## src/shared/nax_pkg.sv

```systemverilog
package nax_pkg;
  // Register byte offsets on the Avalon slave
  localparam logic [4:0] REG_CTRL = 5'h00;
  localparam logic [4:0] REG_CORE = 5'h04;
  localparam logic [4:0] REG_PTR = 5'h08;
  localparam logic [4:0] REG_PC = 5'h0c;
  localparam logic [4:0] REG_OPC = 5'h10;
  // Field positions
  localparam int CTRL_RUN_BIT = 0;
  localparam int CORE_WORK_LSB = 0;
  localparam int CORE_EXT_LSB = 4;
  localparam int CORE_CARRY_BIT = 8;
  localparam int CORE_ZERO_BIT = 9;
  localparam int CORE_BUSY_BIT = 10;
  localparam int CORE_SKIP_BIT = 11;
  localparam int PTR_LOW_LSB = 0;
  localparam int PTR_HIGH_LSB = 4;
  localparam int PTR_ALTY_LSB = 8;
  localparam int PTR_ALTX_LSB = 12;
  localparam int PC_LSB = 0;
  localparam int OPC_B2_LSB = 8;
  // Reset values
  localparam logic RUN_RESET = 1'b0;
  localparam logic [11:0] PC_RESET = 12'h000;
  // First opcode byte
  localparam logic [3:0] OPH_IMM_FETCH = 4'h8;
  localparam logic [7:0] OP_PREFIX = 8'hcf;
  localparam logic [7:0] OP_ROT_R = 8'h10;
  localparam logic [7:0] OP_ROT_L = 8'h01;
  localparam logic [7:0] OP_INVERT = 8'h18;
  localparam logic [7:0] OP_CARRY_CLR = 8'h1e;
  localparam logic [7:0] OP_CARRY_SET = 8'h1f;
  localparam logic [7:0] OP_WORK_INC = 8'h14;
  localparam logic [7:0] OP_WORK_DEC = 8'h24;
  localparam logic [7:0] OP_W2E = 8'h45;
  localparam logic [7:0] OP_E2W = 8'h46;
  localparam logic [7:0] OP_SWAP = 8'h44;
  localparam logic [7:0] OP_MINC = 8'h12;
  localparam logic [7:0] OP_MDEC = 8'h22;
  localparam logic [7:0] OP_DINC = 8'hc7;
  localparam logic [7:0] OP_DDEC = 8'hc3;
  localparam logic [5:0] OPH_BSET = 6'h03;
  localparam logic [5:0] OPH_BCLR = 6'h0b;
  localparam logic [7:0] OP_ADDM = 8'h06;
  localparam logic [7:0] OP_ADDD = 8'hc9;
  localparam logic [7:0] OP_ADDC = 8'h02;
  localparam logic [7:0] OP_SUBB = 8'h17;
  localparam logic [7:0] OP_ANDW = 8'h07;
  localparam logic [7:0] OP_ORW = 8'h05;
  localparam logic [7:0] OP_XORW = 8'h15;
  localparam logic [7:0] OP_AND_TO_MEM_OP = 8'h03;
  localparam logic [7:0] OP_ORM = 8'h04;
  localparam logic [7:0] OP_CMPM = 8'h16;
  localparam logic [7:0] OP_PAIR_LD = 8'h5c;
  localparam logic [7:0] OP_PAIR_ST = 8'h5e;
  localparam logic [7:0] OP_DLOAD = 8'hc8;
  localparam logic [7:0] OP_PLOAD_MAIN = 8'h48;
  localparam logic [7:0] OP_PLOAD_ALT = 8'h4a;
  // Second byte after the prefix
  localparam logic [7:0] B2_DFIX_SUM = 8'h26;
  localparam logic [7:0] B2_DFIX_SUB = 8'h2a;
  localparam logic [3:0] B2H_SUMI = 4'h2;
  localparam logic [3:0] B2H_CMPI = 4'ha;
  localparam logic [3:0] B2H_CMPL = 4'h5;
  localparam logic [5:0] B2H_CMPB = 6'h35;
  // Decimal fix addends
  localparam logic [3:0] DFIX_SUM_ADD = 4'h6;
  localparam logic [3:0] DFIX_SUB_ADD = 4'ha;

  typedef enum logic [2:0] {S_IDLE, S_F1, S_F2, S_MR, S_MR2, S_W2} nax_state_t;

  typedef struct packed {
    nax_state_t st;
    logic run;
    logic [11:0] pc;
    logic [7:0] op;
    logic [7:0] b2;
    logic [3:0] work;
    logic [3:0] ext;
    logic carry;
    logic zero;
    logic skip;
    logic [3:0] ptr_high;
    logic [3:0] ptr_low;
    logic [3:0] alt_x;
    logic [3:0] alt_y;
    logic [11:0] rom_addr;
    logic [7:0] mem_addr;
    logic [3:0] mem_wdata;
    logic mem_we;
    logic waitreq;
    logic [31:0] rdata;
  } nax_st_t;

  localparam nax_st_t ST_RESET = '{st: S_IDLE, run: RUN_RESET, pc: PC_RESET,
    waitreq: 1'b1, default: '0};
endpackage

```

## src/nax_core.sv

```systemverilog
// Our own choices: the address map and the Avalon-MM register port.
`timescale 1ns/1ps
// How it works
// - clear work: one byte, loads zero, sets zero bit, skips like immediate load
// - decimal fix: two bytes, adds 6 or 10, zero bit only
// - invert work into ones' complement, update zero bit
// - rotate right through carry, only carry changes
// - rotate left through carry, carry and zero change
// - work to ext and swap keep flags; ext to work sets zero
// - inc/dec memory at main pointer or direct address, zero and carry
// - bit set at main pointer by selector, 11 is bit 3, flags kept
// - bit clear at main pointer, zero bit updated
// - add memory to work, pointer or direct, zero and carry
// - add memory and carry to work, zero and carry
// - add immediate, two bytes, zero only, carry kept
// - memory minus work minus inverted carry; carry one means no borrow
// - AND, OR, XOR into work register, zero updated
// - AND and OR written back to memory, zero updated
// - compare memory with work: greater 0/0, equal 1/1, less 1/0
// - compare work with immediate, two bytes, carry and zero
// - compare low pointer with immediate, zero on equal
// - compare selected bit of work and memory, zero on match
// - pair load/store at even address, work low, ext next, flags kept
// - pointer load uses main pointer or alternate by selector bit
module nax_core
  import nax_pkg::*;
(
  input wire logic mclk, // 10 MHz core clock
  input wire logic rst_b, // Async reset, active low
  input wire logic [4:0] avs_address, // Byte address
  input wire logic avs_read, // Read request
  input wire logic avs_write, // Write request
  input wire logic [31:0] avs_writedata, // Write data
  input wire logic [3:0] avs_byteenable, // Byte lanes
  output logic [31:0] avs_readdata, // Read data
  output logic avs_waitrequest, // Stall
  output logic [11:0] rom_addr, // Program address
  input wire logic [7:0] rom_data, // Opcode byte, async read
  output logic [7:0] mem_addr, // Nibble address
  output logic [3:0] mem_wdata, // Nibble to write
  output logic mem_we, // Write strobe
  input wire logic [3:0] mem_rdata // Nibble read, async
);

  nax_st_t s_reg;
  nax_st_t s_next;

  // Four bit add with carry out
  function automatic logic [4:0] add4(input logic [3:0] x, input logic [3:0] y,
                                      input logic ci);
    add4 = {1'b0, x} + {1'b0, y} + {4'h0, ci};
  endfunction

  // Zero test shared by the result zero updates; compares and bus writes set zero directly
  function automatic logic is_zero(input logic [3:0] v);
    is_zero = (v == 4'h0);
  endfunction

  // Bytes that pull a second byte
  function automatic logic two_byte(input logic [7:0] b);
    two_byte = (b == OP_PREFIX) || (b == OP_DINC) || (b == OP_DDEC) ||
               (b == OP_ADDD) || (b == OP_DLOAD);
  endfunction

  logic [7:0] main_ptr;
  logic [7:0] alt_ptr;
  logic [7:0] word_pair;
  logic [3:0] a;
  logic [3:0] m;
  logic [4:0] sum;
  logic [3:0] res;
  logic fin;
  logic [31:0] rv;
  logic [31:0] bm;
  logic [31:0] w;

  // Pointers and the even pair base
  assign main_ptr = {s_reg.ptr_high, s_reg.ptr_low};
  assign alt_ptr = {s_reg.alt_x, s_reg.alt_y};
  assign a = s_reg.work;
  assign m = mem_rdata;

  assign word_pair = {main_ptr[7:1], 1'b0};

  // Register read view
  always_comb begin
    rv = 32'h0000_0000;
    case (avs_address)
      REG_CTRL: rv[CTRL_RUN_BIT] = s_reg.run;
      REG_CORE: begin
        rv[CORE_WORK_LSB +: 4] = s_reg.work;
        rv[CORE_EXT_LSB +: 4] = s_reg.ext;
        rv[CORE_CARRY_BIT] = s_reg.carry;
        rv[CORE_ZERO_BIT] = s_reg.zero;
        rv[CORE_BUSY_BIT] = (s_reg.st != S_IDLE);
        rv[CORE_SKIP_BIT] = s_reg.skip;
      end
      REG_PTR: begin
        rv[PTR_LOW_LSB +: 4] = s_reg.ptr_low;
        rv[PTR_HIGH_LSB +: 4] = s_reg.ptr_high;
        rv[PTR_ALTY_LSB +: 4] = s_reg.alt_y;
        rv[PTR_ALTX_LSB +: 4] = s_reg.alt_x;
      end
      REG_PC: rv[PC_LSB +: 12] = s_reg.pc;
      REG_OPC: begin
        rv[7:0] = s_reg.op;
        rv[OPC_B2_LSB +: 8] = s_reg.b2;
      end
      default: rv = 32'h0000_0000;
    endcase
  end

  // Byte lane merge of a write onto the current view
  always_comb begin
    bm = {{8{avs_byteenable[3]}}, {8{avs_byteenable[2]}},
          {8{avs_byteenable[1]}}, {8{avs_byteenable[0]}}};
    w = (rv & ~bm) | (avs_writedata & bm);
  end

  // Sequencer and execution
  always_comb begin
    s_next = s_reg;
    s_next.mem_we = 1'b0;
    s_next.waitreq = 1'b1;
    sum = 5'h00;
    res = 4'h0;
    fin = 1'b0;
    case (s_reg.st)
      S_IDLE: begin
        if (s_reg.run) begin
          s_next.st = S_F1;
          s_next.rom_addr = s_reg.pc;
        end
      end
      S_F1: begin
        s_next.op = rom_data;
        s_next.pc = s_reg.pc + 12'h001;
        s_next.skip = 1'b0;
        if (two_byte(rom_data)) begin
          s_next.rom_addr = s_reg.pc + 12'h001;
          s_next.st = S_F2;
        end else if (rom_data[7:4] == OPH_IMM_FETCH) begin
          s_next.skip = 1'b1;
          if (!s_reg.skip) begin
            s_next.work = rom_data[3:0];
            s_next.zero = is_zero(rom_data[3:0]);
          end
          fin = 1'b1;
        end else begin
          fin = 1'b1;
          case (rom_data)
            OP_ROT_R: begin
              s_next.work = {s_reg.carry, a[3:1]};
              s_next.carry = a[0];
            end
            OP_ROT_L: begin
              s_next.work = {a[2:0], s_reg.carry};
              s_next.carry = a[3];
              s_next.zero = is_zero({a[2:0], s_reg.carry});
            end
            OP_INVERT: begin
              s_next.work = ~a;
              s_next.zero = is_zero(~a);
            end
            OP_CARRY_CLR: s_next.carry = 1'b0;
            OP_CARRY_SET: s_next.carry = 1'b1;
            // Work inc or dec, carry out kept
            OP_WORK_INC, OP_WORK_DEC: begin
              sum = add4(a, (rom_data == OP_WORK_INC) ? 4'h1 : 4'hf, 1'b0);
              s_next.work = sum[3:0];
              s_next.carry = sum[4];
              s_next.zero = is_zero(sum[3:0]);
            end
            OP_W2E: s_next.ext = a;
            OP_SWAP: begin
              s_next.ext = a;
              s_next.work = s_reg.ext;
            end
            OP_E2W: begin
              s_next.work = s_reg.ext;
              s_next.zero = is_zero(s_reg.ext);
            end
            OP_PAIR_ST: begin
              s_next.mem_addr = word_pair;
              s_next.mem_wdata = a;
              s_next.mem_we = 1'b1;
              s_next.st = S_W2;
              fin = 1'b0;
            end
            OP_PLOAD_ALT, OP_PAIR_LD: begin
              s_next.mem_addr = (rom_data == OP_PAIR_LD) ? word_pair : alt_ptr;
              s_next.st = S_MR;
              fin = 1'b0;
            end
            OP_MINC, OP_MDEC, OP_ADDM, OP_ADDC, OP_SUBB, OP_ANDW, OP_ORW,
            OP_XORW, OP_AND_TO_MEM_OP, OP_ORM, OP_CMPM, OP_PLOAD_MAIN: begin
              s_next.mem_addr = main_ptr;
              s_next.st = S_MR;
              fin = 1'b0;
            end
            default: begin
              if (rom_data[7:2] == OPH_BSET || rom_data[7:2] == OPH_BCLR) begin
                s_next.mem_addr = main_ptr;
                s_next.st = S_MR;
                fin = 1'b0;
              end
            end
          endcase
        end
      end
      S_F2: begin
        s_next.b2 = rom_data;
        s_next.pc = s_reg.pc + 12'h001;
        fin = 1'b1;
        if (s_reg.op == OP_PREFIX) begin
          if (rom_data == B2_DFIX_SUM || rom_data == B2_DFIX_SUB) begin
            sum = add4(a, (rom_data == B2_DFIX_SUM) ? DFIX_SUM_ADD : DFIX_SUB_ADD,
                       1'b0);
            s_next.work = sum[3:0];
            s_next.zero = is_zero(sum[3:0]);
          end else if (rom_data[7:4] == B2H_SUMI) begin
            sum = add4(a, rom_data[3:0], 1'b0);
            s_next.work = sum[3:0];
            s_next.zero = is_zero(sum[3:0]);
          end else if (rom_data[7:4] == B2H_CMPI) begin
            s_next.carry = !(rom_data[3:0] > a);
            s_next.zero = (rom_data[3:0] == a);
          end else if (rom_data[7:4] == B2H_CMPL) begin
            s_next.zero = (s_reg.ptr_low == rom_data[3:0]);
          end else if (rom_data[7:2] == B2H_CMPB) begin
            s_next.mem_addr = main_ptr;
            s_next.st = S_MR;
            fin = 1'b0;
          end
        end else begin
          s_next.mem_addr = rom_data;
          s_next.st = S_MR;
          fin = 1'b0;
        end
      end
      S_MR: begin
        fin = 1'b1;
        case (s_reg.op)
          // inc or dec, carry is carry out on inc, no borrow on dec
          OP_MINC, OP_DINC, OP_MDEC, OP_DDEC: begin
            sum = add4(m, (s_reg.op == OP_MINC || s_reg.op == OP_DINC) ? 4'h1 : 4'hf, 1'b0);
            s_next.mem_wdata = sum[3:0];
            s_next.mem_we = 1'b1;
            s_next.carry = sum[4];
            s_next.zero = is_zero(sum[3:0]);
          end
          OP_ADDM, OP_ADDD, OP_ADDC: begin
            sum = add4(a, m, (s_reg.op == OP_ADDC) & s_reg.carry);
            s_next.work = sum[3:0];
            s_next.carry = sum[4];
            s_next.zero = is_zero(sum[3:0]);
          end
          // m plus not a plus carry
          OP_SUBB: begin
            sum = add4(m, ~a, s_reg.carry);
            s_next.work = sum[3:0];
            s_next.carry = sum[4];
            s_next.zero = is_zero(sum[3:0]);
          end
          OP_ANDW, OP_ORW, OP_XORW: begin
            res = (s_reg.op == OP_ANDW) ? (a & m) :
                  (s_reg.op == OP_ORW) ? (a | m) : (a ^ m);
            s_next.work = res;
            s_next.zero = is_zero(res);
          end
          OP_AND_TO_MEM_OP, OP_ORM: begin
            res = (s_reg.op == OP_AND_TO_MEM_OP) ? (a & m) : (a | m);
            s_next.mem_wdata = res;
            s_next.mem_we = 1'b1;
            s_next.zero = is_zero(res);
          end
          OP_CMPM: begin
            s_next.carry = !(m > a);
            s_next.zero = (m == a);
          end
          OP_DLOAD, OP_PLOAD_MAIN, OP_PLOAD_ALT: begin
            s_next.work = m;
            s_next.zero = is_zero(m);
          end
          OP_PAIR_LD: begin
            s_next.work = m;
            s_next.mem_addr = {word_pair[7:1], 1'b1};
            s_next.st = S_MR2;
            fin = 1'b0;
          end
          OP_PREFIX: s_next.zero = (a[s_reg.b2[1:0]] == m[s_reg.b2[1:0]]);
          default: begin
            res = m;
            if (s_reg.op[7:2] == OPH_BSET) begin
              res[s_reg.op[1:0]] = 1'b1;
            end else begin
              res[s_reg.op[1:0]] = 1'b0;
              s_next.zero = is_zero(res);
            end
            s_next.mem_wdata = res;
            s_next.mem_we = 1'b1;
          end
        endcase
      end
      S_MR2: begin
        s_next.ext = m;
        fin = 1'b1;
      end
      S_W2: begin
        s_next.mem_addr = {word_pair[7:1], 1'b1};
        s_next.mem_wdata = s_reg.ext;
        s_next.mem_we = 1'b1;
        fin = 1'b1;
      end
      default: s_next.st = S_IDLE;
    endcase

    // Halt only on instruction boundaries
    if (fin) begin
      s_next.rom_addr = s_next.pc;
      s_next.st = s_reg.run ? S_F1 : S_IDLE;
    end

    // Avalon slave, one wait state; bus write wins over the core
    if ((avs_read || avs_write) && s_reg.waitreq) begin
      s_next.waitreq = 1'b0;
      s_next.rdata = avs_read ? rv : s_reg.rdata;
    end else if (avs_write && !s_reg.waitreq) begin
      case (avs_address)
        REG_CTRL: s_next.run = w[CTRL_RUN_BIT];
        REG_CORE: begin
          s_next.work = w[CORE_WORK_LSB +: 4];
          s_next.ext = w[CORE_EXT_LSB +: 4];
          s_next.carry = w[CORE_CARRY_BIT];
          s_next.zero = w[CORE_ZERO_BIT];
        end
        REG_PTR: begin
          s_next.ptr_low = w[PTR_LOW_LSB +: 4];
          s_next.ptr_high = w[PTR_HIGH_LSB +: 4];
          s_next.alt_y = w[PTR_ALTY_LSB +: 4];
          s_next.alt_x = w[PTR_ALTX_LSB +: 4];
        end
        REG_PC: s_next.pc = w[PC_LSB +: 12];
        default: s_next.run = s_next.run;
      endcase
    end
  end

  // All state in one register
  always_ff @(posedge mclk or negedge rst_b) begin
    if (!rst_b) begin
      s_reg <= ST_RESET;
    end else begin
      s_reg <= s_next;
    end
  end

  // Outputs straight from the state register
  assign avs_readdata = s_reg.rdata;
  assign avs_waitrequest = s_reg.waitreq;
  assign rom_addr = s_reg.rom_addr;
  assign mem_addr = s_reg.mem_addr;
  assign mem_wdata = s_reg.mem_wdata;
  assign mem_we = s_reg.mem_we;

endmodule

```

## config.mk

```make
export PLATFORM = sky130hd
export DESIGN_NAME = nax_core
export DESIGN_NICKNAME = d
export VERILOG_FILES = /design/src/shared/nax_pkg.sv /design/src/nax_core.sv
export SDC_FILE = /design/constraint.sdc
export NUM_CORES = 1
export LEC_CHECK = 0
export BUFFER_PORTS_ARGS = -buffer_cell sky130_fd_sc_hd__buf_2
export CAP_MARGIN = 10
export CORE_ASPECT_RATIO = 1.25
export CORE_MARGIN = 2
export CORE_UTILIZATION = 48
export CTS_BUF_LIST = sky130_fd_sc_hd__clkbuf_4 sky130_fd_sc_hd__clkbuf_8
export DETAILED_ROUTE_END_ITERATION = 8
export HOLD_SLACK_MARGIN = 0.12
export PLACE_DENSITY = 0.69
export SYNTH_ARGS = -nofsm -noshare
export SYNTH_HDL_FRONTEND = slang
export SYNTH_SLANG_ARGS = --single-unit
```

## constraint.sdc

```tcl
create_clock -name mclk -period 7.25 [get_ports mclk]
set_input_delay 0.725 -clock mclk [delete_from_list [all_inputs] [get_ports mclk]]
set_output_delay 0.725 -clock mclk [all_outputs]
set_load 0.005 [all_outputs]
```

# Yosys cells after proc, flatten, opt, wreduce, memory -nomap -nowiden
# Index checks and enable logic that the tools add are counted.
[word_totals]
regBits = 101
latchBits = 0
ramBits = 0
mem_bits_ro = 0
inputBits = 57
out_inout_bits = 58
word_cells = 302
memories = 0
[classes]
n_addsub = 9
mul = 0
n_div = 0
n_lt_le_gt_ge = 5
n_eq_ne = 96
shifts = 0
muxes = 101
bitwise = 13
reduce_logical = 58
[op_table]
columns = ["operator", "count"]
rows = [
  ["$eq 8x5->1 const B", 13],
  ["$mux 12", 7],
  ["$eq 8x7->1 const B", 10],
  ["$eq 8x8->1 const B", 10],
  ["$mux 8", 9],
  ["$eq 8x3->1 const B", 8],
  ["$pmux 8 s4", 2],
  ["$logic_not 4->1", 14],
  ["$mux 4", 13],
  ["$pmux 11 s4", 1],
  ["$eq 8x6->1 const B", 5],
  ["$mux 3", 12],
  ["$mux 33", 1],
  ["$and 16x16->16", 2],
  ["$eq 8x2->1 const B", 4],
  ["$mux 10", 3],
  ["$pmux 5 s3", 2],
  ["$ne 4x4->1 const B", 7],
  ["$mux 13", 2],
  ["$mux 1", 25],
  ["$pmux 12 s2", 1],
  ["$reduce_and 11->1", 2],
  ["$ne 3x3->1 const B", 7],
  ["$add 4x4->5", 4],
  ["other kinds (69)", 118],
]

# Logic depth before layout (Yosys ltp)
[logic_depth]
ltp_word = 13
depth_mapped = 14
mapped_depth_nobuf = 12

# Worst setup path after synthesis
# No wires, ideal clock.
[synth_timing]
path_type = "input to register"
from = "input port rom_data[5]"
to = "register s_reg, in the netlist a[2]"
setup_ps = 140
t_arrival_ps = 3142
required_time_ps = 7110
path_slack_ps = 3967
cell_stages = 9
path_buffers = 0
cell_sequence = "or4b_4 -> or4_1 -> ha_1 -> xor2_1 -> o22ai_1 -> a211oi_1 -> a221oi_1 -> a2111oi_0 -> a22oi_1"
[synth_rtl]
columns = ["item", "line", "text"]
rows = [
  ["start: declaration", "nax_core.sv:38", "input wire logic [7:0] rom_data,"],
  ["end signal: assignment", "nax_core.sv:354", "s_reg <= s_next;"],
  ["end: declaration", "nax_core.sv:45", "nax_st_t s_reg;"],
]

==> qor_table.md <==
| Quantity | Reported |
| --- | --- |
| Cts repair resizes | 0 |
| DP Worst Slack | 3.288 ns |
| Depth of the worst register-to-register path | 12 |
| Status | finished, final reports clean |
| Skew final | 0.01094 ns |
| Number of levels the H-tree was split into | 3 |
| Highest net fanout along the worst path | 18 |
| Critical path start-end classification | primary input to register |
| Number of buffers created by CTS | 9 |
| Final Hold Vio Count | 0 |
| Max reg flops | 39 |
| Number of register bits inferred by synthesis | 101 |
| Core area | 16,910 um2 |
| Vias in the first global route | 7,087 |
| Die Outline Area | 18,500 um2 |
| Peak supply drop | 0.1564 mV |
| Antenna violations before repair | 0 |
| Critical R2R Capture | s_reg[75] |
| Reg-to-reg slack, setup | 3.64 ns |
| DP HPWL | 19,460 um |
| Max frequency | 275.3 MHz |
| Floorplan die height | 151.6 um |
| Row cnt | 53 |
| Initial drt markers | 1,238 |
| Category of the worst setup path capture point | register |
| Root buffer cell | clkbuf_8 |
| Inserted Diodes | 0 |
| Slew at the pin closest to its max-slew limit | 0.8609 ns |
| Wire length after detailed routing | 26,150 um |
| Startpoint kind of the worst setup timing path | primary input |
| Worst setup slack after layout | 3.618 ns |
| Hold buffer count at cts | 0 |
| Total clock sinks | 101 |
| Post-Layout Inst Area | 8722 um2 |
| Combined area of all synthesized cells | 8362 um2 |
| Cells after Synth | 997 |
| Ratio of cells with drive above 1 in the final layout | 16.78% |
| Latest clock arrival within the worst-skew pair | 0.38 ns |
| Hold/Removal Path Class | primary input to async pin |
| Slew headroom | 41.86% |
| Postcts setup bufs | 0 |
| Number of flops mapped to enable cells by yosys | 0 |
| Sum Neg Setup Slack | 0 ns |
| Power per cell area | 322.9 nW/um2 |
| Final worst hold slack | 0.2793 ns |
| Fraction of met2 tracks used by global routing | 46.15% |
| GRT Util Overall | 28.62% |
| Pin count of the biggest net entering global routing | 69 |
| Setup repair after global routing missed its margin | false |
| Floorplan die width | 122.1 um |
| GRT met3 Usage | 3.743% |
| Area post-placement | 8492 um2 |
| Final routed wire length divided by cell count | 21.53 um |
| Max-capacitance violation count | 0 |
| Critical Path RT | 7.47 ns |
| Number of vias per cell after detailed routing | 6.384 |
| WP data arrival | 3.85 ns |
| Largest buffer count on any clock path | 2 |
| Minimum period implied by the final worst setup slack | 3.632 ns |
| Detailed-route DRC error count | 0 |
| Routability congestion estimate | 0.9752 |
| Seq/Total Area, Yosys | 30.24% |
| GRT Residual Overflow | 0 |
| Initial Util | 49.45% |
| CTS tree | yes |
| IO Port Bufs | 80 |
| First drt pass iteration count | 7 |
| Global-route wire length before repair | 40,710 um |
| Global route hottest layer | met2 |
| Post-route fraction of the period consumed by the critical path | 50.10% |
| Fraction of registers with async set/reset | 100.0% |
| Number of nets in the final layout | 1,083 |
| Setup violations, final | 0 |
| Mapped Avg Cell Area | 8.387 um2 |
| Most used flip-flop cell after synthesis | dfrtp_1 |
| Number of distinct library cell variants in the gate-level netlist after synthesis | 84 |
| Leakage power total | 0.003757 uW |
| Start of the worst register-to-register path | s_reg[98] |
| Clock slew at reported path FFs | 0.10 ns |
| Number of antenna-violating nets in the routed design | 0 |
| Area growth from synthesis to layout | 4.309% |
| I/O pin count | 115 |
| Ys Warns | 0 |
| Met1 capacity usage during global routing | 36.80% |
| Number of pins exceeding their max-slew limit in the final report | 0 |
| Via total after detailed routing | 7,756 |
## cell usage after synthesis (all sizes together) (9+ instances only)
cell / number / area share (%)
a22oi: 10 / 0.96
xnor2: 27 / 2.8
nor2b: 11 / 0.82
xor2: 17 / 1.8
a31oi: 15 / 1.1
a21o: 9 / 0.81
nand3: 11 / 0.66
mux2: 29 / 3.9
nand2b: 15 / 1.1
ha: 28 / 4.2
nand2: 128 / 5.7
clkbuf: 50 / 2.2
o21ai: 66 / 4.0
nor3: 18 / 1.3
inv: 25 / 1.1
nor2: 83 / 3.7
nor4: 15 / 1.6
a21oi: 59 / 3.5
nand4: 9 / 0.67
dfrtp: 100 / 30
a221o: 11 / 1.3
a222oi: 19 / 2.3
buf: 74 / 6.0
mux2i: 22 / 2.6
## how the worst max path moves through the flow
stage	from	endpoint	slack (ns)	depth (start not counted)
4_1_cts	rom_data[4]	a[2]	3.68	10
6_report	rom_data[2]	a[2]	3.62	10
3_3_place_gp	rom_data[5]	a[2]	3.34	10
3_5_place_dp	rom_data[4]	a[2]	3.29	10
5_1_grt	s_reg[98]	s_reg[75]	3.45	10
2_1_floorplan	rom_data[5]	a[2]	3.97	9
## cell usage in the layout, fill, tap and decap left out, types with 17 or more instances in the layout
master,n
mux2_2,29
a21oi_1,59
dfrtp_1,100
o21ai_0,65
mux2i_1,22
nor2_1,83
xnor2_1,27
ha_1,28
buf_2,79
a222oi_1,19
nand2_1,128
xor2_1,17
inv_1,25
## through the flow
| step | power, uW | std cells | utilization (%) |
|---|---|---|---|
| after floorplan | 2018 | 1012 | - |
| after global placement | 2355 | 1199 | 50.22 |
| after detailed placement | 2377 | 1199 | 50.22 |
| after CTS | 2788 | 1215 | 51.58 |
| after global routing | 3006 | 1215 | 51.58 |
| final | 2817 | 1215 | 51.58 |
## worst max-delay path, stage by stage
cell       delay [ns]
buf_2            0.34
nand2b_1         0.34
or4_1            0.66
ha_1             0.38
xor2_1           0.21
o22ai_1          0.10
a211oi_1         0.22
a221oi_1         0.13
a2111oi_0        0.56
a22oi_1          0.18
## where the power goes
group / total, uW / switching (uW) / leakage, uW / internal [uW]
registers: 1040 / 303 / 0.00129 / 741
logic: 1360 / 801 / 0.00235 / 558
clock network: 413 / 213 / 0.000116 / 200
## routing by layer
layer  up-vias  wire length, um
met4         0             1625
met2       453            11990
met1      3669            10440
met3        94             2098
met5         -                0
li1       3540                -
## area by class of cell
type                            count  area (um2)
Multi-Input combinational cell    760        5101
Sequential cell                   101        2529
Timing Repair Buffer               91       485.5
Inverter                           27       101.3
Fill cell                        1663        8188
Clock inverter                      7       106.4
Tap cell                          220       275.3
Clock buffer                        9       123.9
## cell families after synthesis
group / after synthesis / synth area share (%)
AND/OR/NAND/NOR: 338 / 20.07
AO/OA/AOI/OAI: 274 / 22.64
buffers and inverters: 151 / 9.487
flip-flops: 101 / 30.24
multiplexers: 52 / 6.808
XOR/XNOR: 44 / 4.609
adder cells (fa/ha/maj): 36 / 6.105
other: 1 / 0.04485
(Power assumes the default switching activity.)
